<file path="src/hdl/shms_params.svh">
// timing counts, register offsets, field positions and reset values for the heater sequencer
`ifndef SHMS_PARAMS_SVH
`define SHMS_PARAMS_SVH

// ----------------------------------------
// timebase
// ----------------------------------------
`define SHMS_CLK_HZ          100000000
`define SHMS_TICK_HZ         1
`define SHMS_TICK_DIV        (`SHMS_CLK_HZ / `SHMS_TICK_HZ)

// ----------------------------------------
// times in seconds and minutes
// ----------------------------------------
`define SHMS_PURGE_HEAT_S    10
`define SHMS_PURGE_COOL_MIN  3
`define SHMS_PURGE_LOCK_MIN  30
`define SHMS_BAKE_HEAT_MIN   20
`define SHMS_BAKE_COOL_MIN   4
`define SHMS_BAKE_PERIOD_MIN 1440
`define SHMS_PURGE_COOL_S    (`SHMS_PURGE_COOL_MIN * 60)
`define SHMS_PURGE_LOCK_S    (`SHMS_PURGE_LOCK_MIN * 60)
`define SHMS_BAKE_HEAT_S     (`SHMS_BAKE_HEAT_MIN * 60)
`define SHMS_BAKE_COOL_S     (`SHMS_BAKE_COOL_MIN * 60)
`define SHMS_BAKE_PERIOD_S   (`SHMS_BAKE_PERIOD_MIN * 60)

// ----------------------------------------
// register offsets
// ----------------------------------------
`define SHMS_OFS_CTRL        12'h000
`define SHMS_OFS_SETPOINT    12'h004
`define SHMS_OFS_BAKE_HEAT   12'h008
`define SHMS_OFS_BAKE_COOL   12'h00C
`define SHMS_OFS_BAKE_PERIOD 12'h010
`define SHMS_OFS_STATUS      12'h014

// ----------------------------------------
// control fields
// ----------------------------------------
`define SHMS_CTRL_PURGE_EN   0
`define SHMS_CTRL_PERIOD_EN  1
`define SHMS_CTRL_BAKE_GO    2

// ----------------------------------------
// reset values
// ----------------------------------------
`define SHMS_RST_SETPOINT    10'd990

`endif

</file>
<file path="src/hdl/shms_pkg.sv">
// types shared by the heater sequencer files
package shms_pkg;

	typedef enum logic [2:0] {
		SHMS_IDLE,
		SHMS_PURGE_HEAT,
		SHMS_PURGE_COOL,
		SHMS_BAKE_HEAT,
		SHMS_BAKE_COOL
	} shms_state_e;

	typedef struct packed {
		logic [15:0] out_a;
		logic [15:0] out_b;
	} shms_analog_s;

	typedef struct packed {
		logic        purge_en;
		logic        period_en;
		logic [9:0]  setpoint;
		logic [19:0] bake_heat_s;
		logic [19:0] bake_cool_s;
		logic [19:0] bake_period_s;
	} shms_cfg_s;

endpackage

</file>
<file path="src/hdl/shms_apb_regs.sv">
// apb register file of the heater sequencer
`timescale 1ns/10ps
`include "shms_params.svh"
module shms_apb_regs (
	// clock and reset
	input  wire logic              clk_sys_in,
	input  wire logic              sys_rst_in,
	// apb slave
	input  wire logic              psel,
	input  wire logic              penable,
	input  wire logic              pwrite,
	input  wire logic [11:0]       paddr,
	input  wire logic [31:0]       pwdata,
	output logic      [31:0]       prdata,
	output logic                   pready,
	output logic                   pslverr,
	// sequencer side
	input  wire logic [7:0]        status_in,
	output shms_pkg::shms_cfg_s    cfg_out,
	output logic                   bake_go_out
);
	import shms_pkg::*;

	shms_cfg_s   cfg_ff;
	shms_cfg_s   nxt_cfg;
	logic        go_ff;
	logic        nxt_go;
	logic [31:0] rd_ff;
	logic [31:0] nxt_rd;
	logic        err;
	logic        acc;

	assign acc = psel & penable;

	always_comb begin
		nxt_cfg = cfg_ff;
		nxt_go  = 1'b0;
		nxt_rd  = 32'h0;
		err     = 1'b0;
		unique case (paddr)
			`SHMS_OFS_CTRL:        nxt_rd = {30'h0, cfg_ff.period_en, cfg_ff.purge_en};
			`SHMS_OFS_SETPOINT:    nxt_rd = {22'h0, cfg_ff.setpoint};
			`SHMS_OFS_BAKE_HEAT:   nxt_rd = {12'h0, cfg_ff.bake_heat_s};
			`SHMS_OFS_BAKE_COOL:   nxt_rd = {12'h0, cfg_ff.bake_cool_s};
			`SHMS_OFS_BAKE_PERIOD: nxt_rd = {12'h0, cfg_ff.bake_period_s};
			`SHMS_OFS_STATUS:      nxt_rd = {24'h0, status_in};
			default:               err    = 1'b1;
		endcase
		if (acc && pwrite) begin
			unique case (paddr)
				`SHMS_OFS_CTRL: begin
					nxt_cfg.purge_en  = pwdata[`SHMS_CTRL_PURGE_EN];
					nxt_cfg.period_en = pwdata[`SHMS_CTRL_PERIOD_EN];
					nxt_go            = pwdata[`SHMS_CTRL_BAKE_GO];
				end
				`SHMS_OFS_SETPOINT:    nxt_cfg.setpoint      = pwdata[9:0];
				`SHMS_OFS_BAKE_HEAT:   nxt_cfg.bake_heat_s   = pwdata[19:0];
				`SHMS_OFS_BAKE_COOL:   nxt_cfg.bake_cool_s   = pwdata[19:0];
				`SHMS_OFS_BAKE_PERIOD: nxt_cfg.bake_period_s = pwdata[19:0];
				default:               nxt_cfg = cfg_ff;
			endcase
		end
		if (!(psel && !penable) || pwrite) begin
			nxt_rd = 32'h0;
		end
	end

	always_ff @(posedge clk_sys_in) begin
		if (sys_rst_in) begin
			cfg_ff.purge_en      <= 1'b0;
			cfg_ff.period_en     <= 1'b0;
			cfg_ff.setpoint      <= `SHMS_RST_SETPOINT;
			cfg_ff.bake_heat_s   <= 20'(`SHMS_BAKE_HEAT_S);
			cfg_ff.bake_cool_s   <= 20'(`SHMS_BAKE_COOL_S);
			cfg_ff.bake_period_s <= 20'(`SHMS_BAKE_PERIOD_S);
			go_ff                <= 1'b0;
			rd_ff                <= 32'h0;
		end else begin
			cfg_ff <= nxt_cfg;
			go_ff  <= nxt_go;
			rd_ff  <= nxt_rd;
		end
	end

	assign prdata      = rd_ff;
	assign pready      = 1'b1;
	assign pslverr     = acc & err;
	assign cfg_out     = cfg_ff;
	assign bake_go_out = go_ff;

endmodule

</file>
<file path="src/hdl/shms_sequencer.sv">
// heater mode sequencer: purge, bake-out, continuous overheat, output freeze
// ----------------------------------------
// Notes on behaviour
// - humidity at setpoint starts a purge
// - purge heats at full power 10 s
// - purge cool-down 3 min, heater off
// - 30 min lockout, then restart if humid
// - both outputs held during purge cycle
// - bake-out starts: button, period, external
// - bake-out heating time is configurable
// - both outputs held during bake-out cycle
// - dual-heat variant: overheat always on
// - overheat variant disables purge only
// - reset: purge off, setpoint 99 %
// ----------------------------------------
//
// The implementer's own choices: register access over APB and the address map.
`timescale 1ns/10ps
`include "shms_params.svh"
module shms_sequencer #(
	parameter int TICK_DIV = `SHMS_TICK_DIV,
	parameter bit DUAL_HEAT = 1'b0
) (
	// clock and reset
	input  wire logic                  clk_sys_in,
	input  wire logic                  sys_rst_in,
	// apb slave
	input  wire logic                  psel,
	input  wire logic                  penable,
	input  wire logic                  pwrite,
	input  wire logic [11:0]           paddr,
	input  wire logic [31:0]           pwdata,
	output logic      [31:0]           prdata,
	output logic                       pready,
	output logic                       pslverr,
	// measurement and triggers
	input  wire logic [9:0]            humidity_in,
	input  wire logic                  board_pushbutton_in,
	input  wire logic                  ext_trigger_in,
	input  wire shms_pkg::shms_analog_s analog_in,
	// heater and outputs
	output logic                       heater_full_out,
	output logic                       continuous_overheat_out,
	output shms_pkg::shms_analog_s     analog_out,
	output logic                       frozen_out
);
	import shms_pkg::*;

	initial begin
		if (TICK_DIV < 2) $error("tick divider below 2");
	end

	// ----------------------------------------
	// timebase and registers
	// ----------------------------------------
	logic        tick;
	shms_cfg_s   cfg;
	logic        bake_go;
	logic [7:0]  status;

	shms_tick_div #(
		.DIV (TICK_DIV)
	) u_tick (
		.clk_sys_in (clk_sys_in),
		.sys_rst_in (sys_rst_in),
		.tick_out   (tick)
	);

	shms_apb_regs u_regs (
		.clk_sys_in  (clk_sys_in),
		.sys_rst_in  (sys_rst_in),
		.psel        (psel),
		.penable     (penable),
		.pwrite      (pwrite),
		.paddr       (paddr),
		.pwdata      (pwdata),
		.prdata      (prdata),
		.pready      (pready),
		.pslverr     (pslverr),
		.status_in   (status),
		.cfg_out     (cfg),
		.bake_go_out (bake_go)
	);

	// ----------------------------------------
	// trigger edges
	// ----------------------------------------
	logic btn_ff;
	logic nxt_btn;
	logic ext_ff;
	logic nxt_ext;
	logic btn_rise;
	logic ext_rise;

	always_comb begin
		nxt_btn  = board_pushbutton_in;
		nxt_ext  = ext_trigger_in;
		btn_rise = board_pushbutton_in & ~btn_ff;
		ext_rise = ext_trigger_in & ~ext_ff;
	end

	always_ff @(posedge clk_sys_in) begin
		if (sys_rst_in) begin
			btn_ff <= 1'b0;
			ext_ff <= 1'b0;
		end else begin
			btn_ff <= nxt_btn;
			ext_ff <= nxt_ext;
		end
	end

	// ----------------------------------------
	// periodic bake-out timer
	// ----------------------------------------
	logic [19:0] per_ff;
	logic [19:0] nxt_per;
	logic        per_hit;

	always_comb begin
		nxt_per = per_ff;
		per_hit = 1'b0;
		if (!cfg.period_en) begin
			nxt_per = 20'h0;
		end else if (tick) begin
			if (per_ff + 20'h1 >= cfg.bake_period_s) begin
				nxt_per = 20'h0;
				per_hit = 1'b1;
			end else begin
				nxt_per = per_ff + 20'h1;
			end
		end
	end

	always_ff @(posedge clk_sys_in) begin
		if (sys_rst_in) begin
			per_ff <= 20'h0;
		end else begin
			per_ff <= nxt_per;
		end
	end

	// ----------------------------------------
	// bake-out and purge requests
	// ----------------------------------------
	logic bake_req;
	logic purge_ok;
	logic purge_req;

	assign bake_req  = btn_rise | ext_rise | per_hit | bake_go;
	assign purge_ok  = cfg.purge_en & ~DUAL_HEAT;
	assign purge_req = purge_ok & (humidity_in >= cfg.setpoint);

	// ----------------------------------------
	// mode state machine
	// ----------------------------------------
	shms_state_e state_ff;
	shms_state_e nxt_state;
	logic [19:0] sec_ff;
	logic [19:0] nxt_sec;
	logic [19:0] lock_ff;
	logic [19:0] nxt_lock;
	logic        sec_done;

	assign sec_done = tick && (sec_ff <= 20'h1);

	always_comb begin
		nxt_state = state_ff;
		nxt_sec   = sec_ff;
		nxt_lock  = lock_ff;
		if (tick && sec_ff != 20'h0) begin
			nxt_sec = sec_ff - 20'h1;
		end
		if (tick && lock_ff != 20'h0) begin
			nxt_lock = lock_ff - 20'h1;
		end
		unique case (state_ff)
			SHMS_IDLE: begin
				if (bake_req) begin
					nxt_state = SHMS_BAKE_HEAT;
					nxt_sec   = cfg.bake_heat_s;
				end else if (purge_req && lock_ff == 20'h0) begin
					nxt_state = SHMS_PURGE_HEAT;
					nxt_sec   = 20'(`SHMS_PURGE_HEAT_S);
				end
			end
			SHMS_PURGE_HEAT: begin
				if (sec_done) begin
					nxt_state = SHMS_PURGE_COOL;
					nxt_sec   = 20'(`SHMS_PURGE_COOL_S);
					nxt_lock  = 20'(`SHMS_PURGE_LOCK_S);
				end
			end
			SHMS_PURGE_COOL: begin
				if (sec_done) begin
					nxt_state = SHMS_IDLE;
				end
			end
			SHMS_BAKE_HEAT: begin
				if (sec_done) begin
					nxt_state = SHMS_BAKE_COOL;
					nxt_sec   = cfg.bake_cool_s;
				end
			end
			SHMS_BAKE_COOL: begin
				if (sec_done) begin
					nxt_state = SHMS_IDLE;
				end
			end
		endcase
	end

	always_ff @(posedge clk_sys_in) begin
		if (sys_rst_in) begin
			state_ff <= SHMS_IDLE;
			sec_ff   <= 20'h0;
			lock_ff  <= 20'h0;
		end else begin
			state_ff <= nxt_state;
			sec_ff   <= nxt_sec;
			lock_ff  <= nxt_lock;
		end
	end

	// ----------------------------------------
	// heater and analogue freeze
	// ----------------------------------------
	logic         heat_ff;
	logic         nxt_heat;
	logic         frz_ff;
	logic         nxt_frz;
	shms_analog_s ana_ff;
	shms_analog_s nxt_ana;

	always_comb begin
		nxt_heat = (nxt_state == SHMS_PURGE_HEAT) || (nxt_state == SHMS_BAKE_HEAT);
		nxt_frz  = (nxt_state != SHMS_IDLE);
		nxt_ana  = ana_ff;
		if (!nxt_frz || state_ff == SHMS_IDLE) begin
			nxt_ana = nxt_frz ? ana_ff : analog_in;
		end
	end

	always_ff @(posedge clk_sys_in) begin
		if (sys_rst_in) begin
			heat_ff <= 1'b0;
			frz_ff  <= 1'b0;
			ana_ff  <= '0;
		end else begin
			heat_ff <= nxt_heat;
			frz_ff  <= nxt_frz;
			ana_ff  <= nxt_ana;
		end
	end

	assign heater_full_out         = heat_ff;
	assign continuous_overheat_out = DUAL_HEAT;
	assign analog_out              = ana_ff;
	assign frozen_out              = frz_ff;
	assign status = {2'b0, lock_ff != 20'h0, purge_ok, frz_ff, heat_ff, state_ff == SHMS_BAKE_HEAT ||
		state_ff == SHMS_BAKE_COOL, state_ff == SHMS_PURGE_HEAT || state_ff == SHMS_PURGE_COOL};

endmodule

</file>
<file path="src/hdl/shms_tick_div.sv">
// divider that makes the one-second enable pulse
`timescale 1ns/10ps
module shms_tick_div #(
	parameter int DIV = 100000000
) (
	// clock and reset
	input  wire logic clk_sys_in,
	input  wire logic sys_rst_in,
	// enable pulse
	output logic      tick_out
);

	initial begin
		if (DIV < 2) $error("divider below 2");
	end

	logic [31:0] cnt_ff;
	logic [31:0] nxt_cnt;
	logic        tick_ff;
	logic        nxt_tick;

	always_comb begin
		nxt_tick = 1'b0;
		nxt_cnt  = cnt_ff + 32'h1;
		if (cnt_ff == 32'(DIV - 1)) begin
			nxt_cnt  = 32'h0;
			nxt_tick = 1'b1;
		end
	end

	always_ff @(posedge clk_sys_in) begin
		if (sys_rst_in) begin
			cnt_ff  <= 32'h0;
			tick_ff <= 1'b0;
		end else begin
			cnt_ff  <= nxt_cnt;
			tick_ff <= nxt_tick;
		end
	end

	assign tick_out = tick_ff;

endmodule

</file>
<file path="config.mk">
export PLATFORM = sky130hd
export DESIGN_NAME = shms_sequencer
export DESIGN_NICKNAME = d
export VERILOG_FILES = /design/src/hdl/shms_pkg.sv /design/src/hdl/shms_apb_regs.sv /design/src/hdl/shms_sequencer.sv /design/src/hdl/shms_tick_div.sv
export VERILOG_INCLUDE_DIRS = /design/src /design/src/hdl
export SDC_FILE = /design/constraint.sdc
export NUM_CORES = 1
export LEC_CHECK = 0
export BUFFER_PORTS_ARGS = -buffer_cell sky130_fd_sc_hd__buf_2
export CAP_MARGIN = 5
export CORE_ASPECT_RATIO = 1.75
export CORE_MARGIN = 8
export CORE_UTILIZATION = 52
export DETAILED_ROUTE_END_ITERATION = 8
export GPL_TIMING_DRIVEN = 0
export PLACE_DENSITY = 0.82
export SLEW_MARGIN = 20
export SYNTH_ARGS = -nofsm -noshare
export SYNTH_HDL_FRONTEND = slang
export SYNTH_SLANG_ARGS = --single-unit
</file>
<file path="constraint.sdc">
create_clock -name clk_sys_in -period 4.2 [get_ports clk_sys_in]
set_clock_uncertainty 0.05 [all_clocks]
set_input_delay 0.84 -clock clk_sys_in [delete_from_list [all_inputs] [get_ports clk_sys_in]]
set_output_delay 0.84 -clock clk_sys_in [all_outputs]
set_load 0.05 [all_outputs]
</file>
After elaboration in Yosys (flattened, before gate mapping). Index checks and enable logic that the tools add are counted.

Register bits: 237. Memory bits (writable): 0. ROM bits: 0. Memories: 0. Input bits: 93. Latch bits: 0. Output and inout bits: 69.

Shifts and indexed selects: 0. Magnitude comparators: 3. Reduce and logical (&&, ||, !) cells: 32. Equality and inequality tests: 12. Multipliers: 0. Bitwise operators: 14. Muxes and demuxes: 22. Div/mod/pow operators: 0. Add/sub/neg operators: 4.

Operators by type and width (number): 20-bit 2-to-1 mux (9); 20-bit case mux with 6 select lines (1); 20-bit case mux with 3 select lines (1); 20-bit nonzero test (2); 20-bit by 1-bit subtractor with 20-bit output (second input constant) (2); 32-bit by 1-bit adder with 32-bit output (second input constant) (1); 32-bit by 27-bit equality test with 1-bit output (second input constant) (1); 12-bit by 4-bit equality test with 1-bit output (second input constant) (2); 12-bit by 5-bit equality test with 1-bit output (second input constant) (2); 20-bit by 1-bit adder with 20-bit output (second input constant) (1); 20-bit greater-or-equal comparator (1); 20-bit by 1-bit <= comparator with 1-bit output (second input constant) (1); 20-bit logical NOT (1); 3-bit 2-to-1 mux (5); 12-bit by 3-bit equality test with 1-bit output (second input constant) (1); 12-bit logical NOT (1); 3-bit case mux with 4 select lines (1); 2-bit AND reduction (6); 10-bit greater-or-equal comparator (1); 3-bit by 2-bit equality test with 1-bit output (second input constant) (3); 2-bit OR reduction (4); 3-bit by 1-bit equality test with 1-bit output (second input constant) (2); 1-bit logical AND (6); 1-bit inverter (6); 10 further kinds (26).

Logic depth before layout (Yosys ltp).
Depth after elaboration: 13. Mapped depth: 17. Gate-level depth less buffers: 14.

Modules after synthesis. A second synthesis with hierarchy kept.

Cell total of the unflattened synthesis: 1382. Area, all modules: 11895.2 µm².

Modules (own cells, without submodules): shms_sequencer (instances 1, area each 6078.3 µm², cells each 721); shms_apb_regs (instances 1, area each 4227.8 µm², cells each 476); shms_tick_div (instances 1, area each 1589.0 µm², cells each 185).

Worst setup path before layout. OpenSTA, ideal clock, no wires.

Kind: register to register. From: register per_ff[0]. To: register sec_ff[13]. Setup slack: -0.060 ns. Buffers on the path: 2. Stages on the path, launching flop included: 16. Setup time: 0.087 ns. Data required time: 4.063 ns. Arrival time: 4.123 ns. Path through: dfxtp_1 ha_1 nand3_1 or4b_2 clkbuf_1 or3_1 xnor2_1 ha_1 a21oi_1 a21boi_0 a41oi_1 a31oi_1 nor4_2 clkbuf_1 nor2_1 o31ai_1.

Cells in the longest elaborated chain, start to end: 9.

Ends and longest elaborated chain: from (decl) (RTL line shms_sequencer.sv:115) `logic [19:0] per_ff;`; from (signal assigned) (RTL line shms_sequencer.sv:138) `per_ff <= nxt_per;`; 20-bit by 1-bit adder with 20-bit output (RTL line shms_sequencer.sv:125) `if (per_ff + 20'h1 >= cfg.bake_period_s) begin`; 20-bit greater-or-equal comparator (RTL line shms_sequencer.sv:125); 1-bit 2-to-1 mux (RTL line shms_sequencer.sv:125); 1-bit 2-to-1 mux (RTL line shms_sequencer.sv:124) `end else if (tick) begin`; 1-bit 2-to-1 mux (RTL line shms_sequencer.sv:122) `if (!cfg.period_en) begin`; 1-bit OR (2 in series) (RTL line shms_sequencer.sv:149) `assign bake_req = btn_rise | ext_rise | per_hit | bake_go;`; 20-bit 2-to-1 mux (RTL line shms_sequencer.sv:178) `if (bake_req) begin`; 20-bit case mux with 3 select lines (RTL line shms_sequencer.sv:176) `unique case (state_ff)`; to (signal assigned) (RTL line shms_sequencer.sv:219) `sec_ff <= nxt_sec;`; to (decl) (RTL line shms_sequencer.sv:158) `logic [19:0] sec_ff;`.

Every way passes these cells. A chain may end at the register's enable or synchronous reset.

Final worst setup path.
From: register per_ff[0]. To: register sec_ff[15].

The elaborated chain is that of the path after synthesis.

==> summary.txt <==
Timing
  – Fin. Hold Viols: 0
  – Setup-failing EPs final: 0
  – Minimum clock period: 4.15 ns
  – Slew HR: 38.9%
  – Hold_ws: 0.407 ns
  – Max Clk Rate: 241 MHz
  – Final Cycle Share: 98.8%
  – Worst-margin pin slew: slightly above 0.9 ns
  – Slew Viols, Final: 0

Clocking
  – Worst skew pair latency: 0.51 ns
  – Clk Tree Root Cell: clkbuf_16
  – CTS hold repair buffers: 0
  – H-tree Lvls: 1
  – Clock tree buffer depth: 3
  – Num Clock Sinks: roughly 230
  – CTS Buf Count: 21
  – CTS tree: yes
  – Clk pin slew, worst setup/hold paths: 0.07 ns

Route
  – TritonRoute pass-1 iters: 7
  – Post-route ant nets: 0
  – WL final: 36.5 mm
  – Via density: 5.91
  – DR DRC count: 0
  – Vias: 10800
  – WL/cell: 19.9 um
  – Initial DRC count: 841

Synth
  – Synth area leaders: dfxtp_1 (40%), nand2_1 (8.8%), a21oi_1 (4.9%)
  – Post-Syn Area: 0.0112 mm^2
  – Post-synth EDFFs: 0
  – Syn avg cell area: between 8 and 9 um^2
  – Post-Syn Instances: 1387
  – Distinct cells, synth: 70
  – FFs w/ async S/R, synth: 0%
  – Synthesis Warnings: 0
  – Register bit total from synthesis: 225
  – Main flop type after synthesis: dfxtp_1
  – Register area share after synthesis: 40.3%
  – Synth top area share: 40.3%
  – Largest area contributor in the netlist: dfxtp_1

Final layout
  – Final Util: 62.1%
  – Final Net Count: 1697
  – # fillers: 1878
  – Antenna Cells: 0
  – Register Area: between 0.004 and 0.005 mm^2
  – Area growth from synthesis to layout: 18.4%
  – Multi-input logic area: 0.00629 mm^2
  – Share of cells above drive strength 1: between 15 and 20%
  – Cell area after layout: about 0.013 mm^2

Power
  – VDD IR max: 0.000324 V
  – P_sw: 1.31 mW
  – Pwr dens: 360 mW/mm^2
  – Leak: ~5.5 nW
  – Comb power frac: between 10% and 20%
  – Sequential Power Share: 46.2%
  – Switching share of power: 27.5%
  – Clock share of power: about 40%
  – Internal power: 3.45 mW

Worst setup path
  – Crit-path leading delay family: simple AND/OR/NAND/NOR gates
  – CP most frequent cell: buf_4
  – Max FO, Critical Path: 5
  – Critical Path Max Stage Delay: 0.56 ns
  – Crit-path cells: ha_4 > nand3_4 > or4b_4 > or3_4 > xnor2_1 > ha_1 > nand4_1 > nor3_4 > a41oi_4 > a31oi_4 > nor4_4 > buf_4 > buf_4 > or3_1 > a21bo_1
  – Critical Path Source Type: flip-flop
  – Crit path buf inv count: 2
  – Crit-path slowest cell: or4b_4
  – CP Data Required Time: 4.55 ns
  – Worst Path Class, Setup: reg -> reg
  – CP endpoint kind: flip-flop
  – WP data arrival: 4.50 ns

Min path
  – HP Class: reg -> reg

Die
  – Die area: 0.0266 mm^2
  – Initial core utilization: 52.4%
  – Chip width: 127 um
  – Core area: 0.0213 mm^2
  – Die Y: 210 um
  – Top Ports: about 160
  – Rows: 71

Global routing
  – Initial antenna violation count: 0
  – First-pass GRT wire length: 56.6 mm
  – Largest net degree at the start of global routing: 17
  – Vias in the first global route: 10900
  – Total GRT Usage: 26.6%
  – GRT Residual Overflow: 0

Flow run
  – Max-cap viol count: 0

Placement
  – Gpl congestion: between 1 and 1.5
  – DP HPWL: 27.9 mm
  – Port Buffers: 133
  – Placed Area: 0.0122 mm^2

Outcome
  – Outcome: finished clean
==> per-layer routing <==
metal	up-vias	part of all wire [%]	wire [um]	GRT usage [%]
met3	182	7.0	2560	5.06
met2	485	51	18700	48.7
met1	5010	33	12000	25.0
met4	0	8.9	3250	22.7
li1	5171	-	-	-
met5	-	0	0	0
==> worst paths after layout <==
kind	startpoint	endpoint	slack (ns)	cells past startpoint
max	per_ff[0]	sec_ff[15]	0.05	15
min	analog_out[6]	analog_out[6]	0.41	2
max reg2reg	per_ff[0]	sec_ff[15]	0.05	15
min reg2reg	analog_out[6]	analog_out[6]	0.41	2
==> cells in the mapped netlist, drive strengths merged (36+ instances only) <==
library cell and n:
dfxtp 225, nand2 261, xnor2 38, nor2 127, o21ai 38, nand3 38
xor2 44, ha 36, clkbuf 65, nor3 39, inv 48, mux2i 38
a21oi 110
==> worst min-delay path, delay by kind of cell (launching register included) <==
| kind | cells | cell delay, ns |
|---|---|---|
| AND/OR/NAND/NOR | 1 | 0.05 |
| multiplexers | 1 | 0.06 |
| flip-flops | 1 | 0.31 |
==> layout make-up <==
cell class | instances | area share, %
buffer | 88 | 3.52
clock inverter | 11 | 0.917
clock buffer | 25 | 4.23
inverter | 48 | 1.36
multi-input combinational | 1035 | 47.5
timing repair buffer | 149 | 5.96
tap | 255 | 2.41
sequential | 225 | 34.1
==> stage by stage <==
stage | setup WS [ns] | std cells | total power [mW] | setup TNS, ns
global placement | -0.831 | 1787 | 2.84 | -46.18
global route | -0.0750 | 1836 | 4.90 | -1.34
finish | 0.0488 | 1836 | 4.77 | 0
detailed placement | -0.867 | 1787 | 2.84 | -49.21
floorplan | 0.0329 | 1399 | 2.65 | 0
CTS | 0.111 | 1829 | 4.76 | 0
==> flip-flops by register name, summed over array words and instances (netlist names) <==
name	flops
u_regs.cfg_out	72
analog_out	32
u_tick.cnt_ff	32
lock_ff	20
per_ff	20
sec_ff	20
u_regs.prdata	20
state_ff	3
btn_ff	1
ext_ff	1
frozen_out	1
heater_full_out	1
u_regs.bake_go_out	1
u_tick.tick_out	1
==> what timing repair did <==
action	in CTS	in global routing
gates cloned	1	0
setup endpoints to repair	77	66
setup buffers	8	7
gates resized for setup	31	18
pin swaps	4	9
==> kinds of logic after synthesis <==
logic type	after synthesis	share of synthesized area (%)
buffers and inverters	139	5.41
muxes	46	4.21
xor gates and xnor gates	82	6.43
adders and majority gates	36	4.03
other	2	0.0672
AOI/OAI and AO/OA	284	16.4
DFF	225	40.3
and+or+nand+nor	573	23.1
==> power by group through the flow <==
stage,clock network (mW),registers (mW),logic [mW]
4_1_cts,1.94,2.20,0.617
6_report,1.93,2.20,0.637
3_3_place_gp,0,2.25,0.587
5_1_grt,2.02,2.20,0.676
2_1_floorplan,0,2.34,0.313
3_5_place_dp,0,2.25,0.594
==> cell usage in the layout (no fill, tap or decap), types with 36 or more instances in the layout <==
| master | netlist | routed |
|---|---|---|
| nand2_1 | 261 | 260 |
| dfxtp_1 | 225 | 223 |
| buf_2 | 3 | 136 |
| nor2_1 | 126 | 124 |
| a21oi_1 | 109 | 108 |
| clkbuf_1 | 65 | 60 |
| inv_1 | 47 | 47 |
| xor2_1 | 44 | 44 |
| xnor2_1 | 38 | 38 |
| mux2i_1 | 38 | 38 |
| o21ai_0 | 38 | 37 |
| nand3_1 | 38 | 36 |
(Power assumes the default switching activity.)
